**config.mk**
```make
export PLATFORM = sky130hd
export DESIGN_NAME = adcc_top
export DESIGN_NICKNAME = d
export VERILOG_FILES = /design/src/rtl/adcc_pkg.sv /design/src/rtl/adcc_top.sv /design/src/rtl/adcc_format.sv
export SDC_FILE = /design/constraint.sdc
export NUM_CORES = 1
export LEC_CHECK = 0
export BUFFER_PORTS_ARGS = -buffer_cell sky130_fd_sc_hd__clkbuf_2
export CORE_ASPECT_RATIO = 1.1
export CORE_UTILIZATION = 57
export DETAILED_ROUTE_END_ITERATION = 16
export MAX_ROUTING_LAYER = met4
export PLACE_DENSITY = 0.92
export SLEW_MARGIN = 5
export SYNTH_ARGS = -nofsm -noshare
export SYNTH_HDL_FRONTEND = slang
export SYNTH_SLANG_ARGS = --single-unit
```
**constraint.sdc**
```tcl
create_clock -name ref_clk -period 4.4 [get_ports ref_clk]
set_input_delay 0.88 -clock ref_clk [delete_from_list [all_inputs] [get_ports ref_clk]]
set_output_delay 0.88 -clock ref_clk [all_outputs]
set_load 0.05 [all_outputs]
```
**src/rtl/adcc_pkg.sv**
```systemverilog
// Package of constants and types for the converter control block
package adcc_pkg;
	localparam logic [11:0] OFF_CONTROL_ONE  = 12'h000;
	localparam logic [11:0] OFF_INPUT_SELECT = 12'h010;
	localparam logic [11:0] OFF_RESULT       = 12'h020;
	localparam logic [11:0] OFF_IRQ_STATUS   = 12'h030;
	localparam logic [11:0] OFF_IRQ_MASK     = 12'h034;
	localparam logic [11:0] OFF_SAMPLE_TIME  = 12'h040;

	localparam int BIT_ENABLE      = 15;
	localparam int BIT_STOP_IDLE   = 13;
	localparam int POS_FORMAT      = 8;
	localparam int POS_TRIGGER     = 5;
	localparam int BIT_AUTO_START  = 2;
	localparam int BIT_SAMPLE      = 1;
	localparam int BIT_DONE        = 0;
	localparam int POS_INPUT_SEL   = 16;

	localparam int IRQ_DONE        = 0;
	localparam int IRQ_SAMPLE_END  = 1;

	localparam logic [5:0]  RST_INPUT_SEL   = 6'h00;
	localparam logic [7:0]  RST_SAMPLE_TIME = 8'h10;
	localparam int          CONV_CYCLES     = 12;

	localparam logic [2:0] FMT_INT16    = 3'h0;
	localparam logic [2:0] FMT_FRAC16   = 3'h2;
	localparam logic [2:0] FMT_SFRAC16  = 3'h3;
	localparam logic [2:0] FMT_INT32    = 3'h4;
	localparam logic [2:0] FMT_SINT32   = 3'h5;
	localparam logic [2:0] FMT_FRAC32   = 3'h6;
	localparam logic [2:0] FMT_SFRAC32  = 3'h7;

	localparam logic [2:0] TRG_SOFTWARE = 3'h0;
	localparam logic [2:0] TRG_EXT_IRQ  = 3'h1;
	localparam logic [2:0] TRG_TIMER3   = 3'h2;
	localparam logic [2:0] TRG_CHARGE_TIME_UNIT     = 3'h3;
	localparam logic [2:0] TRG_AUTO     = 3'h7;

	typedef enum logic [1:0] {
		ADCC_IDLE,
		ADCC_SAMPLE,
		ADCC_CONVERT
	} adcc_state_t;
endpackage

```
**src/rtl/adcc_top.sv**
```systemverilog
// Converter control: sampling, triggers, result format, APB registers
// Notes on behaviour
// - Converter runs only while enable bit 15 of control register is set.
// - With stop_in_idle set, conversion halts while device is idle.
// - Formats 000, 010, 011 place the 10-bit result in low half.
// - Formats 100 to 111 place the result in the full 32-bit word.
// - Trigger 111 uses an internal counter; codes 100 to 110 reserved.
// - Triggers 001, 010, 011: external pin edge, timer 3 match, charge_time_unit.
// - Trigger 000: software clearing sample_active starts conversion.
// - Software sets sample_active, or device does when auto start set.
// - With nonzero trigger the device clears sample_active itself.
// - Device sets conversion done when a conversion finishes.
// - Software may clear done with 0; clear leaves conversion untouched.
// - Device clears done at the start of each new conversion.
// - 100-pin input select: 0..47 inputs, 48 ref, 49 temp, 50 open.
// - 64-pin input select: 0..27 inputs, 28 ref, 29 temp, 30 open.
// - Input select sits at bits 21-16; bits 15-0 read zero.
// - Control register bits 31-16 always read zero.
//
// Added by the designer: the APB interface to the registers and the register offsets.
`timescale 1ns/1ps
module adcc_top #(
	parameter bit PIN100 = 1'b1
) (
	input  wire logic        ref_clk,
	input  wire logic        rst_b,
	input  wire logic        psel,
	input  wire logic        penable,
	input  wire logic        pwrite,
	input  wire logic [11:0] paddr,
	input  wire logic [31:0] pwdata,
	output logic      [31:0] prdata,
	output logic             pready,
	output logic             pslverr,
	input  wire logic        idle_mode,
	input  wire logic        ext_irq_zero,
	input  wire logic        timer3_match,
	input  wire logic        charge_time_unit_event,
	input  wire logic        conv_ready,
	input  wire logic [9:0]  conv_data,
	output logic             conv_start,
	output logic             sample_hold,
	output logic [5:0]       mux_sel,
	output logic [1:0]       mux_kind,
	output logic             irq
);
	import adcc_pkg::*;

	logic        enable_r, stop_idle_r, auto_start_r, sample_r, done_r;
	logic [2:0]  fmt_r, trig_r;
	logic [5:0]  insel_r;
	logic [7:0]  sample_active_time_r, sample_active_cnt_r;
	logic [3:0]  conv_cnt_r;
	logic [31:0] result_r;
	logic [1:0]  sts_r, mask_r;
	adcc_state_t state_r;
	logic [2:0]  ext_s_r, tmr_s_r, ctm_s_r;
	logic        cr_s1_r, cr_s2_r, cr_d_r;
	logic [31:0] fmt_word, rdata;
	logic        wr, rd_hit, running, trig_evt, conv_go, conv_end;

	// External events pass two flops; edge found on the settled pair
	always_ff @(posedge ref_clk or negedge rst_b) begin
		if (!rst_b) begin
			ext_s_r <= 3'h0;
			tmr_s_r <= 3'h0;
			ctm_s_r <= 3'h0;
			cr_s1_r <= 1'b0;
			cr_s2_r <= 1'b0;
			cr_d_r  <= 1'b0;
		end else begin
			ext_s_r <= {ext_s_r[1:0], ext_irq_zero};
			tmr_s_r <= {tmr_s_r[1:0], timer3_match};
			ctm_s_r <= {ctm_s_r[1:0], charge_time_unit_event};
			cr_s1_r <= conv_ready;
			cr_s2_r <= cr_s1_r;
			cr_d_r  <= cr_s2_r;
		end
	end

	assign wr = psel && penable && pwrite;
	assign running = enable_r && !(stop_idle_r && idle_mode);

	always_comb begin
		case (trig_r)
			TRG_SOFTWARE: trig_evt = wr && paddr == OFF_CONTROL_ONE
				&& !pwdata[BIT_SAMPLE];
			TRG_EXT_IRQ:  trig_evt = ext_s_r[1] && !ext_s_r[2];
			TRG_TIMER3:   trig_evt = tmr_s_r[1] && !tmr_s_r[2];
			TRG_CHARGE_TIME_UNIT:     trig_evt = ctm_s_r[1] && !ctm_s_r[2];
			TRG_AUTO:     trig_evt = sample_active_cnt_r == sample_active_time_r;
			default:      trig_evt = 1'b0;
		endcase
	end

	assign conv_go  = running && state_r == ADCC_SAMPLE && sample_r
		&& trig_evt;
	assign conv_end = state_r == ADCC_CONVERT && cr_s2_r && !cr_d_r
		&& conv_cnt_r == 4'h0;

	always_ff @(posedge ref_clk or negedge rst_b) begin
		if (!rst_b) begin
			state_r    <= ADCC_IDLE;
			sample_active_cnt_r <= 8'h00;
			conv_cnt_r <= 4'h0;
		end else if (!running) begin
			state_r    <= ADCC_IDLE;
			sample_active_cnt_r <= 8'h00;
			conv_cnt_r <= 4'h0;
		end else begin
			case (state_r)
				ADCC_IDLE: begin
					sample_active_cnt_r <= 8'h00;
					if (sample_r)
						state_r <= ADCC_SAMPLE;
				end
				ADCC_SAMPLE: begin
					if (sample_active_cnt_r != sample_active_time_r)
						sample_active_cnt_r <= sample_active_cnt_r + 8'h01;
					if (conv_go) begin
						state_r    <= ADCC_CONVERT;
						conv_cnt_r <= 4'(CONV_CYCLES - 1);
					end else if (!sample_r)
						state_r <= ADCC_IDLE;
				end
				ADCC_CONVERT: begin
					if (conv_cnt_r != 4'h0)
						conv_cnt_r <= conv_cnt_r - 4'h1;
					if (conv_end)
						state_r <= ADCC_IDLE;
				end
				default: state_r <= ADCC_IDLE;
			endcase
		end
	end

	// Control, input select, sample time and interrupt mask register fields
	always_ff @(posedge ref_clk or negedge rst_b) begin
		if (!rst_b) begin
			enable_r     <= 1'b0;
			stop_idle_r  <= 1'b0;
			fmt_r        <= 3'h0;
			trig_r       <= 3'h0;
			auto_start_r <= 1'b0;
			insel_r      <= RST_INPUT_SEL;
			sample_active_time_r  <= RST_SAMPLE_TIME;
			mask_r       <= 2'h0;
		end else if (wr) begin
			case (paddr)
				OFF_CONTROL_ONE: begin
					enable_r     <= pwdata[BIT_ENABLE];
					stop_idle_r  <= pwdata[BIT_STOP_IDLE];
					fmt_r        <= pwdata[POS_FORMAT +: 3];
					trig_r       <= pwdata[POS_TRIGGER +: 3];
					auto_start_r <= pwdata[BIT_AUTO_START];
				end
				OFF_INPUT_SELECT:
					insel_r <= pwdata[POS_INPUT_SEL +: 6];
				OFF_SAMPLE_TIME: sample_active_time_r <= pwdata[7:0];
				OFF_IRQ_MASK:    mask_r <= pwdata[1:0];
				default: ;
			endcase
		end
	end

	// Sample flag: hardware set wins over software clear
	always_ff @(posedge ref_clk or negedge rst_b) begin
		if (!rst_b)
			sample_r <= 1'b0;
		// Enable and sample may be set by one write
		else if (!enable_r && !(wr && paddr == OFF_CONTROL_ONE
			&& pwdata[BIT_ENABLE]))
			sample_r <= 1'b0;
		else if (conv_go)
			sample_r <= 1'b0;
		else if (auto_start_r && running && state_r == ADCC_IDLE)
			sample_r <= 1'b1;
		else if (wr && paddr == OFF_CONTROL_ONE) begin
			if (pwdata[BIT_SAMPLE])
				sample_r <= 1'b1;
			else if (trig_r == TRG_SOFTWARE)
				sample_r <= 1'b0;
		end
	end

	// Done flag: set on completion wins over a software clear
	always_ff @(posedge ref_clk or negedge rst_b) begin
		if (!rst_b)
			done_r <= 1'b0;
		else if (conv_end)
			done_r <= 1'b1;
		else if (conv_go)
			done_r <= 1'b0;
		else if (wr && paddr == OFF_CONTROL_ONE && !pwdata[BIT_DONE])
			done_r <= 1'b0;
	end

	adcc_format u_format (
		.raw  (conv_data),
		.fmt  (fmt_r),
		.word (fmt_word)
	);

	// Result latched in the same edge that sets done
	always_ff @(posedge ref_clk or negedge rst_b) begin
		if (!rst_b)
			result_r <= 32'h0;
		else if (conv_end)
			result_r <= fmt_word;
	end

	// Sticky status, write one to clear; new event wins
	always_ff @(posedge ref_clk or negedge rst_b) begin
		if (!rst_b)
			sts_r <= 2'h0;
		else begin
			for (int i = 0; i < 2; i++) begin
				if ((i == IRQ_DONE && conv_end)
					|| (i == IRQ_SAMPLE_END && conv_go))
					sts_r[i] <= 1'b1;
				else if (wr && paddr == OFF_IRQ_STATUS && pwdata[i])
					sts_r[i] <= 1'b0;
			end
		end
	end

	// Analog side drives and irq; mux kind 0 input, 1 ref, 2 temp, 3 open
	always_ff @(posedge ref_clk or negedge rst_b) begin
		if (!rst_b) begin
			conv_start  <= 1'b0;
			sample_hold <= 1'b0;
			mux_sel     <= 6'h00;
			mux_kind    <= 2'h0;
			irq         <= 1'b0;
		end else begin
			conv_start  <= conv_go;
			sample_hold <= running && sample_r;
			irq         <= |(sts_r & mask_r);
			mux_sel     <= insel_r;
			if (PIN100) begin
				if (insel_r <= 6'h2f)      mux_kind <= 2'h0;
				else if (insel_r == 6'h30) mux_kind <= 2'h1;
				else if (insel_r == 6'h31) mux_kind <= 2'h2;
				else                       mux_kind <= 2'h3;
			end else begin
				if (insel_r <= 6'h1b)      mux_kind <= 2'h0;
				else if (insel_r == 6'h1c) mux_kind <= 2'h1;
				else if (insel_r == 6'h1d) mux_kind <= 2'h2;
				else                       mux_kind <= 2'h3;
			end
		end
	end

	always_comb begin
		rd_hit = 1'b1;
		case (paddr)
			OFF_CONTROL_ONE: rdata = {16'h0, enable_r, 1'b0, stop_idle_r,
				2'h0, fmt_r, trig_r, 1'b0, 1'b0, auto_start_r, sample_r,
				done_r};
			OFF_INPUT_SELECT: rdata = {10'h0, insel_r, 16'h0};
			OFF_RESULT:       rdata = result_r;
			OFF_IRQ_STATUS:   rdata = {30'h0, sts_r};
			OFF_IRQ_MASK:     rdata = {30'h0, mask_r};
			OFF_SAMPLE_TIME:  rdata = {24'h0, sample_active_time_r};
			default: begin
				rdata  = 32'h0;
				rd_hit = 1'b0;
			end
		endcase
	end

	// Zero-wait slave; read data registered during setup
	always_ff @(posedge ref_clk or negedge rst_b) begin
		if (!rst_b) begin
			prdata  <= 32'h0;
			pready  <= 1'b0;
			pslverr <= 1'b0;
		end else begin
			pready  <= psel && !penable;
			pslverr <= psel && !penable && !rd_hit;
			if (psel && !penable && !pwrite)
				prdata <= rdata;
		end
	end

	a_done_follows_end: assert property (@(posedge ref_clk)
		disable iff (!rst_b) conv_end |=> done_r)
		else $error("done not set after conversion end");
	a_result_with_done: assert property (@(posedge ref_clk)
		disable iff (!rst_b) $rose(done_r) |-> result_r == $past(fmt_word))
		else $error("result not valid with done");
	a_done_cleared_go: assert property (@(posedge ref_clk)
		disable iff (!rst_b) conv_go |=> !done_r)
		else $error("done not cleared at conversion start");
	a_sample_cleared: assert property (@(posedge ref_clk)
		disable iff (!rst_b) conv_go |=> !sample_r ##1 conv_start == 1'b0)
		else $error("sample flag not cleared at trigger");
	a_off_no_start: assert property (@(posedge ref_clk)
		disable iff (!rst_b) !enable_r [*2] |-> !conv_start)
		else $error("conversion started while disabled");
	a_idle_halt: assert property (@(posedge ref_clk)
		disable iff (!rst_b) (stop_idle_r && idle_mode) |=>
		state_r == ADCC_IDLE)
		else $error("converter ran in idle");
	a_reserved_trig: assert property (@(posedge ref_clk)
		disable iff (!rst_b) (trig_r inside {3'h4, 3'h5, 3'h6}) |-> !trig_evt)
		else $error("reserved trigger fired");
	a_ctrl_upper_zero: assert property (@(posedge ref_clk)
		disable iff (!rst_b) (paddr == OFF_CONTROL_ONE) |-> rdata[31:16] == 16'h0)
		else $error("control upper half not zero");
	a_insel_low_zero: assert property (@(posedge ref_clk)
		disable iff (!rst_b) (paddr == OFF_INPUT_SELECT) |-> rdata[15:0] == 16'h0)
		else $error("input select low half not zero");
	a_auto_sets_sample: assert property (@(posedge ref_clk)
		disable iff (!rst_b)
		auto_start_r && running && state_r == ADCC_IDLE |=> sample_r)
		else $error("auto start did not set sample flag");
	a_done_not_written: assert property (@(posedge ref_clk)
		disable iff (!rst_b)
		!done_r && !conv_end |=> !done_r)
		else $error("done set without a conversion end");
	a_clear_keeps_conv: assert property (@(posedge ref_clk)
		disable iff (!rst_b)
		state_r == ADCC_CONVERT && running && !conv_end |=>
		state_r == ADCC_CONVERT)
		else $error("conversion disturbed while running");
	a_sw_trig_start: assert property (@(posedge ref_clk)
		disable iff (!rst_b)
		trig_r == TRG_SOFTWARE && running && state_r == ADCC_SAMPLE
		&& sample_r && wr && paddr == OFF_CONTROL_ONE
		&& !pwdata[BIT_SAMPLE] |=> conv_start)
		else $error("software clear did not start conversion");
	a_ext_edge_start: assert property (@(posedge ref_clk)
		disable iff (!rst_b)
		trig_r == TRG_EXT_IRQ && running && state_r == ADCC_SAMPLE
		&& sample_r && ext_s_r[1] && !ext_s_r[2] |=> conv_start)
		else $error("pin edge did not start conversion");
	a_start_one_cycle: assert property (@(posedge ref_clk)
		disable iff (!rst_b) conv_start |=> !conv_start)
		else $error("conversion start longer than one cycle");
	a_hold_follows_sample: assert property (@(posedge ref_clk)
		disable iff (!rst_b) running && sample_r |=> sample_hold)
		else $error("sample hold not raised while sampling");
	a_open_kind: assert property (@(posedge ref_clk)
		disable iff (!rst_b)
		insel_r == (PIN100 ? 6'h32 : 6'h1e) |=> mux_kind == 2'h3)
		else $error("open input not decoded");
endmodule

```
**src/rtl/adcc_format.sv**
```systemverilog
// Result word formatter for the converter control block
`timescale 1ns/1ps
module adcc_format (
	input  wire logic [9:0]  raw,
	input  wire logic [2:0]  fmt,
	output logic      [31:0] word
);
	import adcc_pkg::*;

	// Signed forms treat the raw code as offset binary around 512
	logic [9:0] sgn;
	assign sgn = {~raw[9], raw[8:0]};

	always_comb begin
		case (fmt)
			FMT_INT16:   word = {22'h0, raw};
			FMT_FRAC16:  word = {16'h0, raw, 6'h00};
			FMT_SFRAC16: word = {16'h0, sgn, 6'h00};
			FMT_INT32:   word = {22'h0, raw};
			FMT_SINT32:  word = {{22{sgn[9]}}, sgn};
			FMT_FRAC32:  word = {raw, 22'h0};
			FMT_SFRAC32: word = {sgn, 22'h0};
			default:     word = {22'h0, raw};
		endcase
	end
endmodule

```
==> impl_metrics.toml <==
[route]
vias = 4687
viasPerCell = 6.21
first_pass_iters = 5
drtIter0Drc = 493
drt-total-wl_um = 14400
wl_per_cell_um = 19.0
final_antenna_net_count = 0
route.detailed.drc = 0

[global_routing]
antenna_found_initial = 0
grt_pass1_wl_um = 23100
grt_max_degree = 128
grt-ovfl-total = 0
grt.total_usage = 0.320
grt_pass1_vias = 4492

[die]
die_w_um = 95.6
rows = 37
die_height_um = 105
start_util = 0.588
dieArea_um2 = 10000
core_um2 = 9350
ioPinCount = 109

[cells_and_area]
areaGrowthSynthToFinish_pct = 22.5
final_area_um2 = 6730
final_util = 0.719
final_common_cell = "dfrtp_1"
nNetsFinal = 691
drive_above_1_share = 0.262
layout_common_cells = "dfrtp_1 (126), nand2_1 (109), clkbuf_2 (94)"
num_antenna_cells = 0

[yosys]
synth_nets = 600
syn_area_um2 = 5490
async_reset_ff_frac = 1.00
postSynthAreaPerCell_um2 = 10.3
postSynthCellCount = 534
synth-edff-count = 0
ys_seq_area_frac = 0.579
yosysWarnings = 0
ys.flop_type = "dfrtp_1"
synth.area.top_cells = "dfrtp_1 (57%), nand2_1 (7.4%), o21ai_0 (3.9%)"
synth-seq-cells = 127
synth_top_cell_area_share = 0.574
ys_types = 61
synth_top_area_cell = "dfrtp_1"

[timing]
min_period_ps = 3010
hold_violations = 0
setup_tns_ps = 0
final.setup_skew_ps = 11.9
finalMaxSlewViolations = 0
grt_setup_unrepaired = "no"
fmax_mhz = 333
setup_viol = 0
whs_ps = 344
relSlewSlack = 0.352
period_share = 0.683
worst_pin_slew_ps = 968

[clock_network]
post_cts_buffers = 0
cts_sinks = 127
cts_max_level = 4
ctsResizeCount = 0
cts_root_buffer = "clkbuf_8"
clockBufferDepth = 2
tritoncts = "done"
clkTransAtPathRegs_ps = 60
cts_hold_repair.buffers = 0
numCtsBuffers = 17
clock_latency_ps = 520

[power]
p_leak_nw = 3.26
pwr-share-clk = 0.524
internal-power_mw = 2.25
net-switching-power_mw = 0.655
powerDensity_nw_per_um2 = 431
p_total_mw = 2.90
p_comb_frac = 0.062
ir_drop_v = 0.000298
share_seq_of_total_power = 0.414
swShare = 0.226

[critical_path]
crit_fanout = 7
end_kind = "flop"
path_cells = "clkbuf_2 -> or4_4 -> or4_4 -> nor4b_4 -> nor2b_1 -> mux2_2"
worstSetupPathType = "in -> reg"
worst_path_max_delay_cell = "or4_4"
cpMostUsedCell = "or4_4"
max_stage_delay_ps = 580
critPathArrivalTime_ps = 3410
worstPathRequired_ps = 4800
crit_path_start_kind = "primary input"

[place]
dpl-instance-area_um2 = 6070
gp_congestion = 0.940
io_buffers = 95
dp_hpwl_um = 8830

[outcome]
status = "finished clean"

[hold_path]
hold_class = "reg -> reg"

[flow_run]
maxCapViolCount = 0
## flip-flops by register name, summed over array words and instances, names as in the netlist, 3 cells and up
name	cells
trig_r	3
conv_cnt_r	4
result_r	27
tmr_s_r	3
ext_s_r	3
fmt_r	3
sample_active_time_r	8
ctm_s_r	3
sample_active_cnt_r	8
insel_r	6
mux_sel	6
prdata	32
## stage by stage
step	setup slack, ps	instances
after floorplan	1270	534
after global placement	1010	723
after detailed placement	913	723
after CTS	1440	755
after global routing	1360	755
final	1390	755
## synth_stat cells (2+ instances only)
master     count
o2bb2ai_1      2
or4_1          2
o21ai_0       43
a21oi_1       34
o211ai_1       3
nor3_1         6
nor4_1         2
nand3b_1       2
a31oi_1        6
a221oi_1       6
a22o_1         2
or4_4          2
nor2_1        27
a211oi_1       2
nand3_1       16
buf_1          3
nand4_1        2
or3_1          2
a22oi_1        8
and3_1         2
xnor2_1        8
or2_2          2
dfrtp_1      126
o21a_1         4
xor2_1         4
nor2b_1        9
nand2_1      109
inv_1          7
clkbuf_1      24
mux2_2        17
o2111ai_1      4
ha_1           2
and2_1         2
nand2b_1      12
mux2i_1        5
o31a_1         2
## logic make-up (layout without fill, tap and decap cells)
group / after synthesis / count (layout) / share of synthesized area
AND/OR/NAND/NOR: 208 / 208 / 0.185
AO/OA/AOI/OAI: 127 / 127 / 0.143
flip-flops: 127 / 127 / 0.579
buffers and inverters: 36 / 140 / 0.0255
multiplexers: 22 / 22 / 0.0440
XOR/XNOR: 12 / 12 / 0.0191
adder cells (fa/ha/maj): 2 / 2 / 0.00455
## cell type report
type / count / area [µm²]
multi-input cells: 371 / 2190
repair buffers: 101 / 536
flip-flops and latches: 127 / 3180
inverters: 7 / 26.3
clock inverters: 12 / 205
well taps: 117 / 146
clock buffers: 20 / 445
fillers: 607 / 2620
## per-layer routing
layer,global-route usage,vias to the layer above,routed length [µm]
li1,-,2050,-
met1,0.396,2281,5410
met2,0.501,292,7340
met3,0.0699,64,1070
met4,0.143,0,552
met5,-,-,0
## power by group through the flow
stage / Sequential (mW) / Clock, mW / Combinational, mW
after floorplan: 1.28 / 0 / 0.0349
after global placement: 1.22 / 0 / 0.169
after detailed placement: 1.22 / 0 / 0.173
after CTS: 1.20 / 1.54 / 0.178
after global routing: 1.20 / 1.59 / 0.191
final: 1.20 / 1.52 / 0.180
## final timing paths
check	start	end	cells after the start	slack (ps)
worst max-delay path	paddr[9]	insel_r[3]$_DFFE_PN0P_	6	1390
worst min-delay path	cr_s1_r$_DFF_PN0_	cr_s2_r$_DFF_PN0_	0	340
worst max register to register	enable_r$_DFFE_PN0N_	done_r$_DFFE_PN0P_	5	1680
worst min register to register	cr_s1_r$_DFF_PN0_	cr_s2_r$_DFF_PN0_	0	340
max in group asynchronous	rst_b	sample_active_cnt_r[7]$_DFFE_PN0P_	2	3440
min in group asynchronous	rst_b	mux_sel[1]$_DFF_PN0_	2	440
## worst max-delay path: cells and delay by family
kind	cells	cell delay, ps
and+or+nand+nor	4	2040
muxes	1	410
buffers and inverters	1	80
Power figures use the tool's default switching activity.
